==> src/rtl/acp_pkg.sv <==
package acp_pkg;
   // ASCII characters the parser and the response builder act on
   localparam logic [7:0] ACP_SP   = 8'h20;
   localparam logic [7:0] ACP_QT   = 8'h22;
   localparam logic [7:0] ACP_BS   = 8'h5C;
   localparam logic [7:0] ACP_CM   = 8'h2C;
   localparam logic [7:0] ACP_CO   = 8'h3A;
   localparam logic [7:0] ACP_SC   = 8'h3B;
   localparam logic [7:0] ACP_CR   = 8'h0D;
   localparam logic [7:0] ACP_LF   = 8'h0A;
   localparam logic [7:0] ACP_ETX  = 8'h03;
   localparam logic [7:0] ACP_UA   = 8'h41;
   localparam logic [7:0] ACP_UZ   = 8'h5A;
   localparam logic [7:0] ACP_CASE = 8'h20;

   typedef enum logic [2:0] {
      ACP_EOF_COMMA = 3'h0,
      ACP_EOF_COLON = 3'h1,
      ACP_EOF_SEMI  = 3'h2,
      ACP_EOF_CR    = 3'h3,
      ACP_EOF_CRLF  = 3'h4,
      ACP_EOF_LFCR  = 3'h5,
      ACP_EOF_ETX   = 3'h6
   } acp_eof_e;

   // Command words, lower case, right aligned
   localparam int          ACP_CMD_W  = 48;
   localparam int          ACP_CLEN_W = 3;
   localparam logic [2:0]  ACP_CLEN_MAX = 3'h7;
   localparam logic [47:0] ACP_W_GET    = 48'h0000_0067_6574;
   localparam logic [47:0] ACP_W_SET    = 48'h0000_0073_6574;
   localparam logic [47:0] ACP_W_DO     = 48'h0000_0000_646F;
   localparam logic [47:0] ACP_W_LOGIN  = 48'h006C_6F67_696E;
   localparam logic [47:0] ACP_W_LOGOUT = 48'h6C6F_676F_7574;
   localparam logic [2:0]  ACP_L_GET    = 3'h3;
   localparam logic [2:0]  ACP_L_SET    = 3'h3;
   localparam logic [2:0]  ACP_L_DO     = 3'h2;
   localparam logic [2:0]  ACP_L_LOGIN  = 3'h5;
   localparam logic [2:0]  ACP_L_LOGOUT = 3'h6;
   localparam logic [4:0]  ACP_C_NONE   = 5'h00;
   localparam logic [4:0]  ACP_C_GET    = 5'h01;
   localparam logic [4:0]  ACP_C_SET    = 5'h02;
   localparam logic [4:0]  ACP_C_DO     = 5'h04;
   localparam logic [4:0]  ACP_C_LOGIN  = 5'h08;
   localparam logic [4:0]  ACP_C_LOGOUT = 5'h10;

   typedef enum logic [2:0] {
      ACP_M_OK   = 3'h0,
      ACP_M_MISS = 3'h1,
      ACP_M_UNK  = 3'h2,
      ACP_M_QQ   = 3'h3,
      ACP_M_NONE = 3'h4
   } acp_msg_e;

   localparam int          ACP_OK_LEN  = 2;
   localparam int          ACP_ERR_LEN = 27;
   localparam logic [15:0] ACP_S_OK    = "OK";
   localparam logic [15:0] ACP_S_QQ    = "\"\"";
   localparam logic [215:0] ACP_S_MISS = "ERROR 10000_MISSING_COMMAND";
   localparam logic [215:0] ACP_S_UNK  = "ERROR 10001_UNKNOWN_COMMAND";

   // Partial request frames and undrained response frames stall after this long without progress
   localparam int ACP_CLK_NS   = 100;
   localparam int ACP_STALL_US = 1000;
   localparam int ACP_STALL_CYC = ACP_STALL_US * 1000 / ACP_CLK_NS;
   localparam int ACP_CNT_W    = 16;
   localparam int ACP_FIFO_D   = 4;

   function automatic logic [4:0] acp_msg_len(acp_msg_e m);
      case (m)
         ACP_M_OK, ACP_M_QQ:    return 5'(ACP_OK_LEN);
         ACP_M_MISS, ACP_M_UNK: return 5'(ACP_ERR_LEN);
         default:               return 5'h00;
      endcase
   endfunction

   function automatic logic [7:0] acp_msg_chr(acp_msg_e m, logic [4:0] i);
      case (m)
         ACP_M_OK:   return ACP_S_OK[8*(ACP_OK_LEN-1-int'(i)) +: 8];
         ACP_M_QQ:   return ACP_S_QQ[8*(ACP_OK_LEN-1-int'(i)) +: 8];
         ACP_M_MISS: return ACP_S_MISS[8*(ACP_ERR_LEN-1-int'(i)) +: 8];
         ACP_M_UNK:  return ACP_S_UNK[8*(ACP_ERR_LEN-1-int'(i)) +: 8];
         default:    return ACP_SP;
      endcase
   endfunction

   function automatic logic acp_eof_two(acp_eof_e s);
      return (s == ACP_EOF_CRLF) || (s == ACP_EOF_LFCR);
   endfunction

   function automatic logic [7:0] acp_eof_chr(acp_eof_e s, logic i);
      case (s)
         ACP_EOF_COMMA: return ACP_CM;
         ACP_EOF_COLON: return ACP_CO;
         ACP_EOF_SEMI:  return ACP_SC;
         ACP_EOF_CR:    return ACP_CR;
         ACP_EOF_CRLF:  return i ? ACP_LF : ACP_CR;
         ACP_EOF_LFCR:  return i ? ACP_CR : ACP_LF;
         default:       return ACP_ETX;
      endcase
   endfunction

   function automatic logic [7:0] acp_lower(logic [7:0] b);
      return (b >= ACP_UA && b <= ACP_UZ) ? (b | ACP_CASE) : b;
   endfunction
endpackage

==> src/rtl/acp_link_if.sv <==
`timescale 1ns/1ps
interface acp_link_if;
   logic       rq_vld;
   logic [7:0] rq_data;
   logic       rq_par;
   logic       rq_stop;
   logic       rq_rdy;
   logic       rs_vld;
   logic [7:0] rs_data;
   logic       rs_rdy;
   modport dev  (input rq_vld, rq_data, rq_par, rq_stop, rs_rdy,
                 output rq_rdy, rs_vld, rs_data);
   modport host (output rq_vld, rq_data, rq_par, rq_stop, rs_rdy,
                 input rq_rdy, rs_vld, rs_data);
endinterface

==> src/rtl/acp_fifo.sv <==
`timescale 1ns/1ps
module acp_fifo #(
   parameter int W = 8,
   parameter int D = 4
) (
   input  wire logic         ref_clk,
   input  wire logic         nrst,
   input  wire logic         in_vld,
   output logic              in_rdy,
   input  wire logic [W-1:0] in_data,
   output logic              out_vld,
   input  wire logic         out_rdy,
   output logic [W-1:0]      out_data
);
   localparam int AW = $clog2(D);
   logic [W-1:0] mem_ff [D];
   logic [AW:0]  wr_ff, rd_ff, nxt_wr, nxt_rd;
   logic         push, pop;

   assign in_rdy   = (wr_ff - rd_ff) != (AW+1)'(D);
   assign out_vld  = wr_ff != rd_ff;
   assign out_data = mem_ff[rd_ff[AW-1:0]];
   assign push     = in_vld && in_rdy;
   assign pop      = out_vld && out_rdy;

   always_comb begin
      nxt_wr = push ? wr_ff + 1'b1 : wr_ff;
      nxt_rd = pop ? rd_ff + 1'b1 : rd_ff;
   end

   always_ff @(posedge ref_clk or negedge nrst) begin
      if (!nrst) begin
         wr_ff <= '0;
         rd_ff <= '0;
      end else begin
         wr_ff <= nxt_wr;
         rd_ff <= nxt_rd;
      end
   end

   // Storage needs no reset; empty flag guards it
   always_ff @(posedge ref_clk) begin
      if (push) begin
         mem_ff[wr_ff[AW-1:0]] <= in_data;
      end
   end
endmodule // acp_fifo

==> src/rtl/acp_dev.sv <==
`timescale 1ns/1ps
module acp_dev
   import acp_pkg::*;
#(
   parameter int STALL_CYC = acp_pkg::ACP_STALL_CYC
) (
   acp_link_if.dev                    lnk,
   input  wire logic                  ref_clk,
   input  wire logic                  nrst,
   input  wire acp_pkg::acp_eof_e     eof_sel,
   input  wire logic                  str_none,
   output logic                       exe_req,
   output logic [4:0]                 exe_cmd,
   input  wire logic                  exe_ack,
   output logic [acp_pkg::ACP_CNT_W-1:0] err_cnt,
   output logic                       req_fail,
   output logic                       stall,
   output logic                       par_err,
   output logic                       brk_err,
   output logic                       frm_err
);
   typedef enum logic [3:0] {
      ACP_S_RX  = 4'b0001,
      ACP_S_EXE = 4'b0010,
      ACP_S_MSG = 4'b0100,
      ACP_S_EOF = 4'b1000
   } acp_st_e;

   acp_st_e              st_ff, nxt_st;
   logic [1:0]           tok_ff, nxt_tok;
   logic                 has_ff, nxt_has, inq_ff, nxt_inq, esc_ff, nxt_esc;
   logic                 pend_ff, nxt_pend, any_ff, nxt_any;
   logic [ACP_CMD_W-1:0] cmd_ff, nxt_cmdw;
   logic [2:0]           clen_ff, nxt_clen;
   acp_msg_e             msg_ff, nxt_msg;
   logic [4:0]           idx_ff, nxt_idx;
   logic                 two_ff, nxt_two, req_ff, nxt_req, rdy_ff, nxt_rdy;
   logic [4:0]           xcmd_ff, nxt_xcmd;
   logic [ACP_CNT_W-1:0] ecnt_ff, nxt_ecnt, scnt_ff, nxt_scnt;
   logic                 fail_ff, nxt_fail, stall_ff, nxt_stall;
   logic                 pe_ff, be_ff, fe_ff, nxt_pe, nxt_be, nxt_fe;
   logic                 ovld_ff, nxt_ovld;
   logic [7:0]           odat_ff, nxt_odat;
   logic                 take, bad, hit, content, active;
   logic [7:0]           b;
   logic [4:0]           code;
   logic                 push_vld, push_rdy, f_vld, f_rdy;
   logic [7:0]           push_dat, f_dat;

   assign lnk.rq_rdy  = rdy_ff;
   assign lnk.rs_vld  = ovld_ff;
   assign lnk.rs_data = odat_ff;
   assign exe_req  = req_ff;
   assign exe_cmd  = xcmd_ff;
   assign err_cnt  = ecnt_ff;
   assign req_fail = fail_ff;
   assign stall    = stall_ff;
   assign par_err  = pe_ff;
   assign brk_err  = be_ff;
   assign frm_err  = fe_ff;

   // Response path buffer; a slow reader backs up into the builder
   acp_fifo #(.W(8), .D(ACP_FIFO_D)) u_fifo (
      .ref_clk (ref_clk),
      .nrst    (nrst),
      .in_vld  (push_vld),
      .in_rdy  (push_rdy),
      .in_data (push_dat),
      .out_vld (f_vld),
      .out_rdy (f_rdy),
      .out_data(f_dat)
   );
   assign f_rdy = !ovld_ff || lnk.rs_rdy;

   always_comb begin
      code = ACP_C_NONE;
      if (clen_ff == ACP_L_GET && cmd_ff == ACP_W_GET) code = ACP_C_GET;
      if (clen_ff == ACP_L_SET && cmd_ff == ACP_W_SET) code = ACP_C_SET;
      if (clen_ff == ACP_L_DO && cmd_ff == ACP_W_DO) code = ACP_C_DO;
      if (clen_ff == ACP_L_LOGIN && cmd_ff == ACP_W_LOGIN) code = ACP_C_LOGIN;
      if (clen_ff == ACP_L_LOGOUT && cmd_ff == ACP_W_LOGOUT) code = ACP_C_LOGOUT;
   end

   assign push_vld = (st_ff == ACP_S_MSG && idx_ff < acp_msg_len(msg_ff)) || st_ff == ACP_S_EOF;
   assign push_dat = (st_ff == ACP_S_MSG) ? acp_msg_chr(msg_ff, idx_ff)
                                          : acp_eof_chr(eof_sel, idx_ff[0]);

   always_comb begin
      nxt_st = st_ff;    nxt_tok = tok_ff;   nxt_has = has_ff;   nxt_inq = inq_ff;
      nxt_esc = esc_ff;  nxt_pend = pend_ff; nxt_any = any_ff;   nxt_cmdw = cmd_ff;
      nxt_clen = clen_ff; nxt_msg = msg_ff;  nxt_idx = idx_ff;   nxt_two = two_ff;
      nxt_req = req_ff;  nxt_xcmd = xcmd_ff; nxt_ecnt = ecnt_ff; nxt_fail = 1'b0;
      nxt_scnt = scnt_ff; nxt_stall = stall_ff;
      take = lnk.rq_vld && rdy_ff;
      b = lnk.rq_data;
      // even parity, break is all-zero character
      nxt_pe = take && (^{b, lnk.rq_par});
      nxt_be = take && !lnk.rq_stop && b == '0 && !lnk.rq_par;
      nxt_fe = take && !lnk.rq_stop && !nxt_be;
      bad = nxt_pe || nxt_be || nxt_fe;
      hit = 1'b0;
      content = 1'b0;
      case (st_ff)
         ACP_S_RX: begin
            if (take && !bad) begin
               nxt_any = 1'b1;
               nxt_pend = 1'b0;
               if (!inq_ff && !esc_ff && !acp_eof_two(eof_sel) && b == acp_eof_chr(eof_sel, 1'b0))
                  hit = 1'b1;
               else if (!inq_ff && !esc_ff && pend_ff && b == acp_eof_chr(eof_sel, 1'b1))
                  hit = 1'b1;
               else if (!inq_ff && !esc_ff && acp_eof_two(eof_sel) &&
                        b == acp_eof_chr(eof_sel, 1'b0))
                  nxt_pend = 1'b1;
               else if (esc_ff) begin
                  nxt_esc = 1'b0;
                  content = 1'b1;
               end else if (inq_ff) begin
                  if (b == ACP_BS) nxt_esc = 1'b1;
                  else if (b == ACP_QT) nxt_inq = 1'b0;
                  else content = 1'b1;
               // quote is plain text when strings undelimited
               end else if (b == ACP_QT && !str_none) begin
                  nxt_inq = 1'b1;
                  nxt_has = 1'b1;
               end else if (b == ACP_SP) begin
                  if (has_ff && tok_ff != 2'h3) nxt_tok = tok_ff + 2'h1;
                  nxt_has = 1'b0;
               end else content = 1'b1;
               // command word folded to lower case
               if (content) begin
                  nxt_has = 1'b1;
                  if (tok_ff == 2'h0 && clen_ff != ACP_CLEN_MAX) begin
                     nxt_cmdw = {cmd_ff[ACP_CMD_W-9:0], acp_lower(b)};
                     nxt_clen = clen_ff + 3'h1;
                  end
               end
            end
            // work starts only on the delimiter
            if (hit) begin
               nxt_tok = '0; nxt_has = 1'b0; nxt_inq = 1'b0; nxt_esc = 1'b0;
               nxt_any = 1'b0; nxt_cmdw = '0; nxt_clen = '0; nxt_idx = '0;
               nxt_two = 1'b0;
               if (clen_ff == '0) begin
                  nxt_msg = ACP_M_MISS;
                  nxt_st = ACP_S_MSG;
               // unknown word gets its own code
               end else if (code == ACP_C_NONE) begin
                  nxt_msg = ACP_M_UNK;
                  nxt_st = ACP_S_MSG;
               end else begin
                  nxt_req = 1'b1;
                  nxt_xcmd = code;
                  nxt_two = (code == ACP_C_GET);
                  nxt_st = ACP_S_EXE;
               end
               if (clen_ff == '0 || code == ACP_C_NONE) begin
                  nxt_fail = 1'b1;
                  nxt_ecnt = ecnt_ff + 1'b1;
               end
            end
         end
         ACP_S_EXE: begin
            if (exe_ack) begin
               nxt_req = 1'b0;
               nxt_msg = ACP_M_OK;
               nxt_st = ACP_S_MSG;
            end
         end
         ACP_S_MSG: begin
            if (idx_ff == acp_msg_len(msg_ff)) begin
               nxt_idx = '0;
               nxt_st = ACP_S_EOF;
            end else if (push_rdy) nxt_idx = idx_ff + 5'h1;
         end
         ACP_S_EOF: begin
            if (push_rdy) begin
               if (idx_ff[0] == acp_eof_two(eof_sel)) begin
                  nxt_idx = '0;
                  if (two_ff) begin
                     nxt_two = 1'b0;
                     nxt_msg = str_none ? ACP_M_NONE : ACP_M_QQ;
                     nxt_st = ACP_S_MSG;
                  end else nxt_st = ACP_S_RX;
               end else nxt_idx = idx_ff + 5'h1;
            end
         end
         default: nxt_st = ACP_S_RX;
      endcase
      // partial frame idle or response not drained
      active = (st_ff == ACP_S_RX && any_ff && !hit) ||
               ((st_ff == ACP_S_MSG || st_ff == ACP_S_EOF) && !push_rdy);
      if (take || !active) begin
         nxt_scnt = '0;
         nxt_stall = 1'b0;
      end else if (scnt_ff == ACP_CNT_W'(STALL_CYC - 1)) nxt_stall = 1'b1;
      else nxt_scnt = scnt_ff + 1'b1;
      nxt_rdy = (nxt_st == ACP_S_RX);
      nxt_ovld = f_rdy ? f_vld : ovld_ff;
      nxt_odat = (f_rdy && f_vld) ? f_dat : odat_ff;
   end

   always_ff @(posedge ref_clk or negedge nrst) begin
      if (!nrst) begin
         st_ff <= ACP_S_RX;   tok_ff <= '0;  has_ff <= 1'b0;  inq_ff <= 1'b0;
         esc_ff <= 1'b0;      pend_ff <= 1'b0; any_ff <= 1'b0; cmd_ff <= '0;
         clen_ff <= '0;       msg_ff <= ACP_M_OK; idx_ff <= '0; two_ff <= 1'b0;
         req_ff <= 1'b0;      xcmd_ff <= ACP_C_NONE; ecnt_ff <= '0; fail_ff <= 1'b0;
         scnt_ff <= '0;       stall_ff <= 1'b0; pe_ff <= 1'b0; be_ff <= 1'b0;
         fe_ff <= 1'b0;       rdy_ff <= 1'b0; ovld_ff <= 1'b0; odat_ff <= '0;
      end else begin
         st_ff <= nxt_st;     tok_ff <= nxt_tok; has_ff <= nxt_has; inq_ff <= nxt_inq;
         esc_ff <= nxt_esc;   pend_ff <= nxt_pend; any_ff <= nxt_any; cmd_ff <= nxt_cmdw;
         clen_ff <= nxt_clen; msg_ff <= nxt_msg; idx_ff <= nxt_idx; two_ff <= nxt_two;
         req_ff <= nxt_req;   xcmd_ff <= nxt_xcmd; ecnt_ff <= nxt_ecnt; fail_ff <= nxt_fail;
         scnt_ff <= nxt_scnt; stall_ff <= nxt_stall; pe_ff <= nxt_pe; be_ff <= nxt_be;
         fe_ff <= nxt_fe;     rdy_ff <= nxt_rdy; ovld_ff <= nxt_ovld; odat_ff <= nxt_odat;
      end
   end
endmodule // acp_dev

==> src/flat_wrapper.sv <==
// flat-port wrapper written by rule: the top's interface ports become plain ports
module acp_dev_flat import acp_pkg::*;
#(
   parameter int STALL_CYC = acp_pkg::ACP_STALL_CYC
)
  (ref_clk, nrst, eof_sel, str_none, exe_req, exe_cmd, exe_ack, err_cnt, req_fail, stall, par_err, brk_err, frm_err, lnk_rq_vld, lnk_rq_data, lnk_rq_par, lnk_rq_stop, lnk_rs_rdy, lnk_rq_rdy, lnk_rs_vld, lnk_rs_data);
  acp_link_if lnk_i ();
  input  wire logic ref_clk;
  input  wire logic nrst;
  input  wire acp_pkg::acp_eof_e eof_sel;
  input  wire logic str_none;
  output logic exe_req;
  output logic [4:0] exe_cmd;
  input  wire logic exe_ack;
  output logic [acp_pkg::ACP_CNT_W-1:0] err_cnt;
  output logic req_fail;
  output logic stall;
  output logic par_err;
  output logic brk_err;
  output logic frm_err;
  input wire logic [$bits(lnk_i.rq_vld)-1:0] lnk_rq_vld;
  input wire logic [$bits(lnk_i.rq_data)-1:0] lnk_rq_data;
  input wire logic [$bits(lnk_i.rq_par)-1:0] lnk_rq_par;
  input wire logic [$bits(lnk_i.rq_stop)-1:0] lnk_rq_stop;
  input wire logic [$bits(lnk_i.rs_rdy)-1:0] lnk_rs_rdy;
  output wire logic [$bits(lnk_i.rq_rdy)-1:0] lnk_rq_rdy;
  output wire logic [$bits(lnk_i.rs_vld)-1:0] lnk_rs_vld;
  output wire logic [$bits(lnk_i.rs_data)-1:0] lnk_rs_data;
  assign lnk_i.rq_vld = lnk_rq_vld;
  assign lnk_i.rq_data = lnk_rq_data;
  assign lnk_i.rq_par = lnk_rq_par;
  assign lnk_i.rq_stop = lnk_rq_stop;
  assign lnk_i.rs_rdy = lnk_rs_rdy;
  assign lnk_rq_rdy = lnk_i.rq_rdy;
  assign lnk_rs_vld = lnk_i.rs_vld;
  assign lnk_rs_data = lnk_i.rs_data;
  acp_dev #(.STALL_CYC(STALL_CYC)) u_core (.lnk(lnk_i), .ref_clk(ref_clk), .nrst(nrst), .eof_sel(eof_sel), .str_none(str_none), .exe_req(exe_req), .exe_cmd(exe_cmd), .exe_ack(exe_ack), .err_cnt(err_cnt), .req_fail(req_fail), .stall(stall), .par_err(par_err), .brk_err(brk_err), .frm_err(frm_err));
endmodule
==> config.mk <==
export PLATFORM = sky130hd
export DESIGN_NAME = acp_dev_flat
export DESIGN_NICKNAME = d
export VERILOG_FILES = /design/src/rtl/acp_pkg.sv /design/src/rtl/acp_link_if.sv /design/src/rtl/acp_fifo.sv /design/src/rtl/acp_dev.sv /design/src/flat_wrapper.sv
export SDC_FILE = /design/constraint.sdc
export NUM_CORES = 1
export LEC_CHECK = 0
export BUFFER_PORTS_ARGS = -buffer_cell sky130_fd_sc_hd__buf_4
export CAP_MARGIN = 20
export CORE_ASPECT_RATIO = 1.2
export CORE_MARGIN = 5
export CORE_UTILIZATION = 61
export CTS_BUF_LIST = sky130_fd_sc_hd__clkbuf_16
export CTS_CLUSTER_SIZE = 8
export DETAILED_ROUTE_END_ITERATION = 6
export HOLD_SLACK_MARGIN = 0.12
export PLACE_DENSITY = 0.83
export SLEW_MARGIN = 20
export SYNTH_ARGS = -nofsm -noshare
export SYNTH_HDL_FRONTEND = slang
export SYNTH_SLANG_ARGS = --single-unit
==> constraint.sdc <==
create_clock -name ref_clk -period 3.9 [get_ports ref_clk]
set_clock_uncertainty 0.15 [all_clocks]
set_input_delay 0 -clock ref_clk [delete_from_list [all_inputs] [get_ports ref_clk]]
set_output_delay 0 -clock ref_clk [all_outputs]
set_load 0.05 [all_outputs]
==> run_results.csv, run 1 <==
group,metric,value,unit
outcome,run_status,"finished clean",
pwr,ir_drop,0.534,mV
setup_path,critPathMaxStageDelay,560,ps
routing,wire_per_inst,18.6,um
floorplanning,num_rows,47,
clocking,insertion_delay,430,ps
clocking,cts.htree.levels,4,
clocking,clock-root-buffer,"clkbuf_16",
floorplanning,start_util,61.5,%
pwr,power.density,539,nW/um2
layout,fillers,948,
clocking,numClockSinks,157,
layout,n_antenna_cell,0,
timing,fmax,290,MHz
setup_path,worstSetupStartpointType,"input pin",
hold_path,min_path_type,"input pin to flip-flop",
routing,drc,0,
pwr,power.leakage,0.00422,uW
routing,postRouteAntennaNets,0,
clocking,clk_path_buf_depth,2,
layout,layout-drive-gt1-share,15.2,%
placed_design,gp_congestion,0.972,
routing,post_drt_via_cell_ratio,6.43,
setup_path,critPathKind,"input pin to flip-flop",
clocking,cts.clk_slew.worst_paths,60,ps
synthesis,yosys.area.top_type,"dfrtp_1",
floorplanning,core,13600,um2
synthesis,async_reset_ff_share,82.2,%
grt,grt_max_degree,68,
layout,final_cell_mix,"dfrtp_1, nor2_1, nand2_1, buf_4, a22o_1",
timing,rsz0062_at_grt,"false",
routing,vias,6742,
grt,first_global_vias,6585,
grt,grt.total_usage,24.7,%
synthesis,ys_types,74,
floorplanning,pin_count,56,
synthesis,synth_nets,847,
grt,grt.overflow.total,0,
synthesis,avgSynthCellArea,10.5,um2
timing,tns,0,ps
routing,first_iter_violations,648,
timing,slew_headroom,34.6,%
synthesis,seq_area_frac_synth,48.5,%
setup_path,worstPathCellList,"dlygate4sd3_1 -> buf_4 -> xor2_1 -> a21oi_1 -> nor3b_1 -> o21ai_0 -> a21oi_1 -> nor2_1 -> o2111ai_1 -> mux2_2 -> dlygate4sd3_1",
synthesis,yosys_register_bits,157,
timing,tightestPinTransition,978,ps
timing,slew_violations,0,
grt,antenna_found_initial,0,
synthesis,synth.top_cell.area_share,38.2,%
synthesis,syn-instance-count,802,
timing,hold_viol,0,
floorplanning,fp.dieW,117,um
layout,final_common_cell,"dfrtp_1",
layout,nNetsFinal,909,
flow_run,drv_cap,0,
setup_path,critPathRequiredTime,4060,ps
synthesis,synth_warnings,0,
timing,period_share,88.4,%
setup_path,critPathCaptureType,"flip-flop",
synthesis,ys_top_cells_by_area,"dfrtp_1, edfxtp_1, a22o_1",
setup_path,cp_max_fo,21,
floorplanning,dieArea,16200,um2
placed_design,hpwl,12.8,mm
synthesis,synth_area,8390,um2
floorplanning,die_height,139,um
synthesis,synth_ff_type,"dfrtp_1",
clocking,cts_tree,"yes",
placed_design,numPortBuffers,54,
clocking,numCtsBuffers,17,
placed_design,placed_cells,991,
setup_path,cp.arrival,3610,ps
routing,drt_pass1_iterations,5,
routing,drt_wl_total,19.5,mm
timing,setup_violations,0,
setup_path,slowest_stage,"dlygate4sd3_1",
timing,min_period,3450,ps
synthesis,synth_edf_count,28,
layout,synthToLayoutAreaGrowth,15.8,%
grt,grt_pass1_wl,32.0,mm
layout,final_cell_count_no_fill,1048,
==> state kept, by name (all words and copies together), names as in the netlist, 2 cells and up <==
signal	count
u_core.clen_ff	3
u_core.cmd_ff	48
u_core.err_cnt	16
u_core.exe_cmd	5
u_core.idx_ff	5
u_core.lnk.rs_data	7
u_core.msg_ff	3
u_core.scnt_ff	16
u_core.st_ff	4
u_core.tok_ff	2
u_core.u_fifo.mem_ff	28
u_core.u_fifo.rd_ff	3
u_core.u_fifo.wr_ff	3
==> synth_stat cells (16+ instances only) <==
cell / n
xor2_1: 28
dfrtp_1: 128
ha_1: 26
a22o_1: 49
xnor2_1: 30
edfxtp_1: 28
nand3_1: 23
clkbuf_1: 26
mux2_2: 19
o21ai_0: 36
nor2_1: 63
inv_1: 27
nor3_1: 21
nand2_1: 61
a21oi_1: 19
nand4_1: 16
==> layer usage <==
layer,global-route usage (%),vias to the layer above,routed length (um)
li1,-,3067,-
met1,31.0,3324,7750
met2,41.0,281,9960
met3,5.24,70,1150
met4,10.1,0,599
met5,0,-,0
==> worst paths after layout <==
path / from / to / slack [ps] / depth (start not counted)
min reg2reg: u_core.err_cnt[15]$_DFFE_PN0P_ / u_core.err_cnt[15]$_DFFE_PN0P_ / 320 / 1
min in group asynchronous: nrst / u_core.lnk.rs_data[5]$_DFFE_PN0P_ / 620 / 3
max reg2reg: u_core.idx_ff[0]$_DFFE_PN0P_ / u_core.u_fifo.mem_ff[1][3]$_DFFE_PP_ / 570 / 7
max: eof_sel[1] / u_core.inq_ff$_DFFE_PN0P_ / 450 / 11
max in group asynchronous: nrst / u_core.lnk.rs_data[4]$_DFFE_PN0P_ / 1880 / 4
min: exe_ack / u_core.exe_req$_DFFE_PN0P_ / 260 / 4
==> area by class of cell <==
| type | count | area (um2) | area share, % |
|---|---|---|---|
| Clock inverter | 14 | 138 | 1.42 |
| Inverter | 27 | 101 | 1.04 |
| Sequential cell | 157 | 4070 | 41.9 |
| Timing Repair Buffer | 85 | 696 | 7.16 |
| Tap cell | 171 | 214 | 2.20 |
| Clock buffer | 18 | 450 | 4.63 |
| Multi-Input combinational cell | 576 | 4050 | 41.7 |
==> metrics by stage <==
stage / area [um2] / hold slack (ps) / worst slack, ps / power, uW / util [%]
final: 9720 / 259 / 451 / 5240 / 71.3
after global routing: 9720 / 264 / 236 / 5470 / 71.3
after CTS: 9720 / 243 / 500 / 5240 / 71.2
after detailed placement: 8890 / 17.3 / 625 / 3530 / 65.2
after global placement: 8890 / 0.152 / 772 / 3470 / 65.2
after floorplan: 8390 / -446 / 933 / 3160 / -
==> cell families after synthesis <==
logic type,after synthesis,share of synthesized area (%)
buffers and inverters,69,3.31
multiplexers,29,4.80
flip-flops,157,48.5
XOR/XNOR,59,6.32
AO/OA/AOI/OAI,172,14.5
AND/OR/NAND/NOR,289,18.6
adder cells (fa/ha/maj),26,3.88
other,1,0.0447
==> critical path: cells and delay by family <==
family,cells,cell delay (ps)
XOR/XNOR,1,480
buffers and inverters,3,1330
AO/OA/AOI/OAI,4,1150
multiplexers,1,360
AND/OR/NAND/NOR,2,280
==> what timing repair did <==
action	in CTS	in global routing
gates resized for setup	0	0
setup endpoints to repair	0	0
setup buffers	0	0
endpoints found under the hold margin	123	0
hold buffers	24	0
==> report_power, final <==
group / total [uW] / switching, uW / internal (uW) / leakage [uW]
logic: 1280 / 688 / 589 / 0.00198
clock network: 1660 / 679 / 977 / 0.000289
registers: 2300 / 349 / 1950 / 0.00194
No activity file was read; power rests on OpenSTA's default activity.
==> run 2, diff against run 1 <==
- ABC_AREA: default -> 1
- CORE_UTILIZATION: 61 -> 62
- PLACE_DENSITY: 0.83 -> 0.84
- SLEW_MARGIN: 20 -> 15
==> run 2 against run 1 <==
  * Cell area grew 14%
  * Core utilization hardly changed
  * Wire length rose by 26%
  * Clock power down 5%
  * Clock-buffer cell count unchanged
  * Largest power group unchanged
==> run_results.csv, run 2 <==
group,metric,value,unit
clocking,clock-root-buffer,"clkbuf_16",
setup_path,r2r_cells,15,
clocking,ctsHoldBuffers,24,
layout,synthToLayoutAreaGrowth,13.7,%
setup_path,cp.arrival,3580,ps
layout,largest_register_ffs,48,
layout,nNetsFinal,1452,
synthesis,seq_area_frac_synth,41.8,%
grt,grt_pass1_wl,41.7,mm
routing,drt_wl_total,24.5,mm
floorplanning,pin_count,56,
floorplanning,fp.dieW,124,um
pwr,clockPowerShare,27.8,%
pwr,power.density,510,nW/um2
routing,drc,0,
synthesis,synth.top_cell.area_share,32.9,%
setup_path,critPathKind,"input pin to flip-flop",
synthesis,syn-instance-count,1346,
routing,postRouteAntennaNets,0,
grt,first_global_vias,8715,
timing,slew_violations,0,
setup_path,rrSetupSlack,770,ps
timing,rsz0062_at_grt,"false",
pwr,combPwrFrac,31.8,%
floorplanning,dieArea,18300,um2
floorplanning,num_rows,50,
hold_path,min_path_type,"input pin to flip-flop",
setup_path,cp_max_fo,49,
synthesis,avgSynthCellArea,7.23,um2
routing,drt_pass1_iterations,6,
routing,vias,9158,
synthesis,synth_xor_xnor_area_share,2.97,%
pwr,pwr-share-seq,40.4,%
layout,layout-drive-gt1-share,9.08,%
clocking,insertion_delay,430,ps
hold_path,hold_start,"lnk_rs_rdy",
floorplanning,start_util,62.7,%
grt,grt_max_degree,115,
timing,slew_headroom,53.3,%
synthesis,synth_compound_area_share,9.40,%
timing,setup_violations,0,
pwr,ir_drop,0.318,mV
setup_path,critPathCaptureType,"flip-flop",
clocking,cts.clk_slew.worst_paths,60,ps
clocking,post_cts_buffers,0,
synthesis,synthMuxAreaShare,0.103,%
pwr,power.leakage,0.00540,uW
layout,final_common_cell,"nand2_1",
synthesis,synth_fa_ha_area_share,3.34,%
grt,met3_usage,4.91,%
layout,largest-register,"u_core.cmd_ff",
hold_path,worstHoldPathCells,5,
layout,fillers,1263,
placed_design,hpwl,16.9,mm
synthesis,async_reset_ff_share,82.2,%
synthesis,yosys.area.top_type,"dfrtp_1",
synthesis,synth_warnings,0,
pwr,p_int,3460,uW
timing,tns,0,ps
synthesis,synth_top_family_by_area,"simple AND/OR/NAND/NOR gates",
synthesis,synth_ff_type,"dfrtp_1",
routing,wire_per_inst,15.0,um
grt,grt.overflow.total,0,
placed_design,numPortBuffers,54,
grt,grt_use_met2,48.4,%
timing,period_share,86.4,%
placed_design,gp_congestion,0.957,
grt,grt.total_usage,27.2,%
clocking,cts.htree.levels,4,
hold_path,min_to,"u_core.lnk.rs_vld$_DFFE_PN0P_",
synthesis,synthSimpleGateAreaFrac,33.8,%
synthesis,ys_top_cells_by_area,"dfrtp_1, nand2_1, edfxtp_1",
timing,hold_viol,0,
clocking,post_cts_resized,0,
flow_run,drv_cap,0,
routing,post_drt_via_cell_ratio,5.63,
routing,first_iter_violations,824,
timing,tightestPinTransition,698,ps
placed_design,place_ws,914,ps
timing,worst_slack,531,ps
layout,multi_input_area,4830,um2
grt,grt_most_used_layer,"met2",
synthesis,synth_area,9730,um2
setup_path,worstSetupStartpointType,"input pin",
clocking,clk_path_buf_depth,2,
synthesis,synth_edf_count,28,
outcome,run_status,"finished clean",
setup_path,r2r_start,"u_core.inq_ff$_DFFE_PN0P_",
layout,n_antenna_cell,0,
synthesis,yosys.cell_count.top_type,"nand2_1",
floorplanning,die_height,147,um
floorplanning,core,15500,um2
synthesis,ys_types,44,
pwr,switching_power,2180,uW
grt,grtUsageMet1,33.5,%
timing,min_period,3370,ps
clocking,numCtsBuffers,17,
layout,final_cell_mix,"nand2_1, nor2_1, inv_1, dfrtp_1, nand3_1",
clocking,cts_tree,"yes",
timing,whs,224,ps
synthesis,synth_nets,1391,
synthesis,ys_top_cells_by_count,"nand2_1, nor2_1, inv_1, dfrtp_1, nand3_1",
pwr,switching_share,38.6,%
grt,antenna_found_initial,0,
timing,fmax,297,MHz
setup_path,reg2reg_to,"u_core.cmd_ff[7]$_DFFE_PN0P_",
synthesis,yosys_register_bits,157,
layout,seq_area,4070,um2
clocking,numClockSinks,157,
setup_path,critPathRequiredTime,4110,ps
## run 2: metal layers
| layer | routed length, um | vias to the layer above |
|---|---|---|
| met2 | 12600 | 283 |
| met5 | 0 | - |
| met3 | 1150 | 55 |
| met4 | 610 | 0 |
| met1 | 10100 | 4318 |
| li1 | - | 4502 |
## run 2: stage by stage
stage / utilization, % / cells / total power [uW] / area, um2
floorplan: - / 1346 / 3580 / 9730
global route: 71.3 / 1628 / 6040 / 11100
CTS: 71.1 / 1626 / 5650 / 11000
finish: 71.3 / 1628 / 5640 / 11100
detailed placement: 65.9 / 1570 / 4050 / 10200
global placement: 65.9 / 1570 / 4000 / 10200
## run 2: cell type report
type	instances	area share, %
inverter	157	5.35
timing repair buffer	88	6.75
clock buffer	18	4.07
tap	208	2.35
sequential	157	36.8
multi-input combinational	986	43.7
clock inverter	14	0.973
## run 2: worst max-delay path by stage
stage,start,to,slack [ps]
3_3_place_gp,u_core.msg_ff[0]$_DFFE_PN0P_,u_core.u_fifo.mem_ff[3][0]$_DFFE_PP_,1040
3_5_place_dp,u_core.u_fifo.rd_ff[1]$_DFFE_PN0P_,u_core.u_fifo.wr_ff[2]$_DFFE_PN0P_,910
6_report,lnk_rq_data[1],u_core.cmd_ff[7]$_DFFE_PN0P_,530
5_1_grt,lnk_rq_data[3],u_core.cmd_ff[7]$_DFFE_PN0P_,290
4_1_cts,lnk_rq_data[1],u_core.cmd_ff[6]$_DFFE_PN0P_,690
2_1_floorplan,u_core.u_fifo.rd_ff[1]$_DFFE_PN0P_,u_core.u_fifo.mem_ff[3][0]$_DFFE_PP_,1270
## run 2: kinds of logic after synthesis
family,Yosys count
simple gates,763
buf+inv,203
compound gates,162
flops,157
xor+xnor,33
fa+ha+maj,26
other cells,1
mux,1
## run 2: power groups by stage
stage / Sequential, uW / Clock (uW) / Combinational [uW]
after CTS: 2270 / 1590 / 1790
after global placement: 2290 / 0 / 1710
after floorplan: 2370 / 0 / 1210
after global routing: 2330 / 1670 / 2050
final: 2280 / 1570 / 1790
after detailed placement: 2300 / 0 / 1760
## run 2: critical path, cell delays in order
cell and delay (ps):
dlygate4sd3_1 560, buf_4 170, inv_2 150, nand2_1 80, nand2_1 80, nand2_1 50
nand2_1 60, nand2_1 70, nand2_1 80, nand2_1 50, nand2_1 130, nand2_2 100
inv_2 350, nand2_4 170, nand2_2 140, buf_4 450, nand4_1 180, dlygate4sd3_1 610
nand2_1 80
==> run 3, diff against run 2 <==
- CORE_UTILIZATION: 62 -> 58
- CTS_BUF_LIST: sky130_fd_sc_hd__clkbuf_16 -> sky130_fd_sc_hd__clkbuf_4
- PLACE_DENSITY: 0.84 -> 0.82
- SYNTH_HIERARCHICAL: default -> 1
- clock period: 3.9 -> 2.9 ns (I/O delays scaled with it)
==> run 3 against run 2 <==
  * Via count up 9.2%
  * Clock power is 14% lower
  * Sequential power rose by 45%
  * Non-clock buffer count grew 29
  * Total power is 45% higher
  * Global-route usage down 1.3 points
  * Combinational power rose by 96%
  * Sequential cell count grew 5
  * Die area rose by 11%
  * Core utilization decreased by 4.4 points
  * Critical path depth decreased by 5
  * Wire length increased by 8.8%
  * Critical path type is now flip-flop to flip-flop
  * Highest routed layer unchanged
==> run_results.csv, run 3 <==
group,metric,value,unit
outcome,run_status,"finished clean",
layout,largest-register,"u_core/cmd_ff",
grt,grt.overflow.total,0,
clocking,numClockSinks,162,
clocking,numCtsBuffers,17,
routing,drt_pass1_iterations,6,
placed_design,numPortBuffers,55,
grt,grt_max_degree,108,
routing,drc,0,
timing,slew_headroom,55.6,%
synthesis,ys_top_cells_by_area,"dfrtp_1, nand2_1, edfxtp_1",
layout,seq_area,4220,um2
hold_path,min_path_type,"input pin to flip-flop",
layout,final_common_cell,"nand2_1",
synthesis,synth.top_cell.area_share,31.5,%
timing,tns,0,ps
routing,drt_wl_total,26.6,mm
pwr,power.leakage,0.00565,uW
clocking,cts.clk_slew.worst_paths,140,ps
timing,period_share,93.6,%
synthesis,synth_ff_type,"dfrtp_1",
timing,setup_violations,0,
floorplanning,fp.dieW,131,um
setup_path,cp_max_fo,8,
layout,fin_util,66.9,%
clocking,cts.htree.levels,4,
synthesis,yosys.cell_count.top_type,"nand2_1",
clocking,clk_path_buf_depth,2,
synthesis,seq_area_frac_synth,41.2,%
floorplanning,start_util,58.7,%
grt,grt.total_usage,25.9,%
synthesis,synth_edf_count,32,
clocking,cts_tree,"yes",
timing,tightestPinTransition,658,ps
layout,final_cell_mix,"nand2_1, nor2_1, inv_1, nand3_1, dfrtp_1",
placed_design,place_ws,96.0,ps
floorplanning,dieArea,20400,um2
floorplanning,pin_count,56,
synthesis,synth_area,10200,um2
routing,vias,9996,
synthesis,async_reset_ff_share,80.2,%
placed_design,gp_congestion,0.963,
layout,layout-drive-gt1-share,10.8,%
synthesis,yosys_register_bits,162,
pwr,ir_drop,0.438,mV
layout,largest_register_ffs,48,
synthesis,ys_types,47,
clocking,post_cts_buffers,0,
clocking,clock-root-buffer,"clkbuf_4",
synthesis,ys_top_cells_by_count,"nand2_1, nor2_1, inv_1, nand3_1, dfrtp_1",
flow_run,drv_cap,0,
setup_path,cp.arrival,2850,ps
layout,fillers,1528,
routing,first_iter_violations,728,
layout,multi_input_area,5150,um2
placed_design,placed_cells,1728,
setup_path,critPathCaptureType,"flip-flop",
setup_path,worstSetupStartpointType,"flip-flop",
synthesis,synth_warnings,6,
grt,antenna_found_initial,1,
layout,nNetsFinal,1608,
routing,post_drt_via_cell_ratio,5.56,
synthesis,yosys.area.top_type,"dfrtp_1",
synthesis,syn-instance-count,1455,
setup_path,r2r_cells,14,
timing,worst_slack,186,ps
setup_path,critPathRequiredTime,3040,ps
synthesis,avgSynthCellArea,7.03,um2
clocking,insertion_delay,570,ps
timing,min_period,2710,ps
routing,wire_per_inst,14.8,um
layout,synthToLayoutAreaGrowth,14.0,%
timing,fmax,368,MHz
timing,slew_violations,0,
layout,final_cell_count_no_fill,1797,
pwr,power.density,700,nW/um2
floorplanning,num_rows,53,
timing,whs,181,ps
routing,postRouteAntennaNets,0,
floorplanning,core,17400,um2
grt,first_global_vias,9463,
hold_path,worstHoldPathCells,5,
setup_path,critPathKind,"flip-flop to flip-flop",
floorplanning,die_height,156,um
grt,grt_pass1_wl,44.3,mm
timing,hold_viol,0,
placed_design,hpwl,19.1,mm
## run 3: cell count changes in the layout (fill, tap and decap cells not counted), moves of 17 or more
cell	delta
a21oi_1	-23
inv_1	+42
nand3_1	+92
nor2_1	+45
nand4_1	-24
clkbuf_4	+18
a21boi_0	-17
clkbuf_16	-18
buf_4	+19
## run 3: final cells by class
class                      count  share of cell area, %
inverter                     198                   6.44
antenna                        1                 0.0215
timing repair buffer         117                   8.57
tap                          220                   2.36
sequential                   162                   36.1
multi-input combinational   1067                   44.1
clock inverter                14                   1.20
clock buffer                  18                   1.16
## run 3: timing repair
item                                    in CTS  in global routing
hold endpoints to repair                   213                  0
gates resized for setup                      0                 13
endpoints found under the setup margin       0                 98
hold buffers                                35                  0
## run 3: through the flow
step / instance area (um2) / total power (uW)
floorplan: 10300 / 5750
global placement: 11000 / 6650
detailed placement: 11000 / 6750
CTS: 11600 / 8130
global route: 11700 / 8810
finish: 11700 / 8170
## run 3: layer usage
layer / vias up / track usage, % / share of wire, % / routed length (um)
li1: 4925 / - / - / -
met1: 4634 / 30.4 / 39 / 10400
met2: 357 / 47.1 / 52 / 13800
met3: 80 / 4.01 / 5.1 / 1350
met4: 0 / 11.0 / 3.6 / 970
met5: - / 0 / 0 / 0
## run 3: path summary, 6_finish.rpt
| kind | slack (ps) | endpoint | start |
|---|---|---|---|
| max | 190 | u_core/u_fifo/mem_ff[1][1]$_DFFE_PP_ | u_core/msg_ff[1]$_DFFE_PN0P_ |
| max reg2reg | 190 | u_core/u_fifo/mem_ff[1][1]$_DFFE_PP_ | u_core/msg_ff[1]$_DFFE_PN0P_ |
| min in group asynchronous | 290 | u_core/u_fifo/rd_ff[1]$_DFFE_PN0P_ | nrst |
| min reg2reg | 340 | u_core/exe_cmd[0]$_DFFE_PN0P_ | u_core/exe_cmd[0]$_DFFE_PN0P_ |
| min | 180 | u_core/lnk.rs_vld$_DFFE_PN0N_ | lnk_rs_rdy |
| max in group asynchronous | 1310 | u_core/frm_err$_DFF_PN0_ | nrst |
## run 3: power breakdown
part,leakage (uW),internal [uW],switching (uW)
Clock,0.000152,462,884
Combinational,0.00351,1200,2320
Sequential,0.00199,2800,509
Total,0.00565,4460,3710
## run 3: logic make-up (layout without fill, tap and decap cells)
logic type | count (synthesis) | after routing | synth area share (%)
compound gates | 122 | 122 | 6.37
xor+xnor | 24 | 24 | 2.05
fa+ha+maj | 26 | 26 | 3.18
buf+inv | 230 | 347 | 8.97
flops | 162 | 162 | 41.2
mux | 8 | 8 | 0.880
other cells | 1 | 5 | 0.0366
simple gates | 882 | 883 | 37.3
## run 3: critical path, cell delays in order (launching register included)
cell and delay, ps:
dfrtp_1 430, nand2_1 110, inv_1 60, nor2_2 120, inv_1 60, nor2_1 150, inv_2 90, ha_1 290
a21oi_1 120, o21ai_0 110, o31ai_2 250, buf_4 180, nand2_4 60, nor2_1 90, buf_4 170
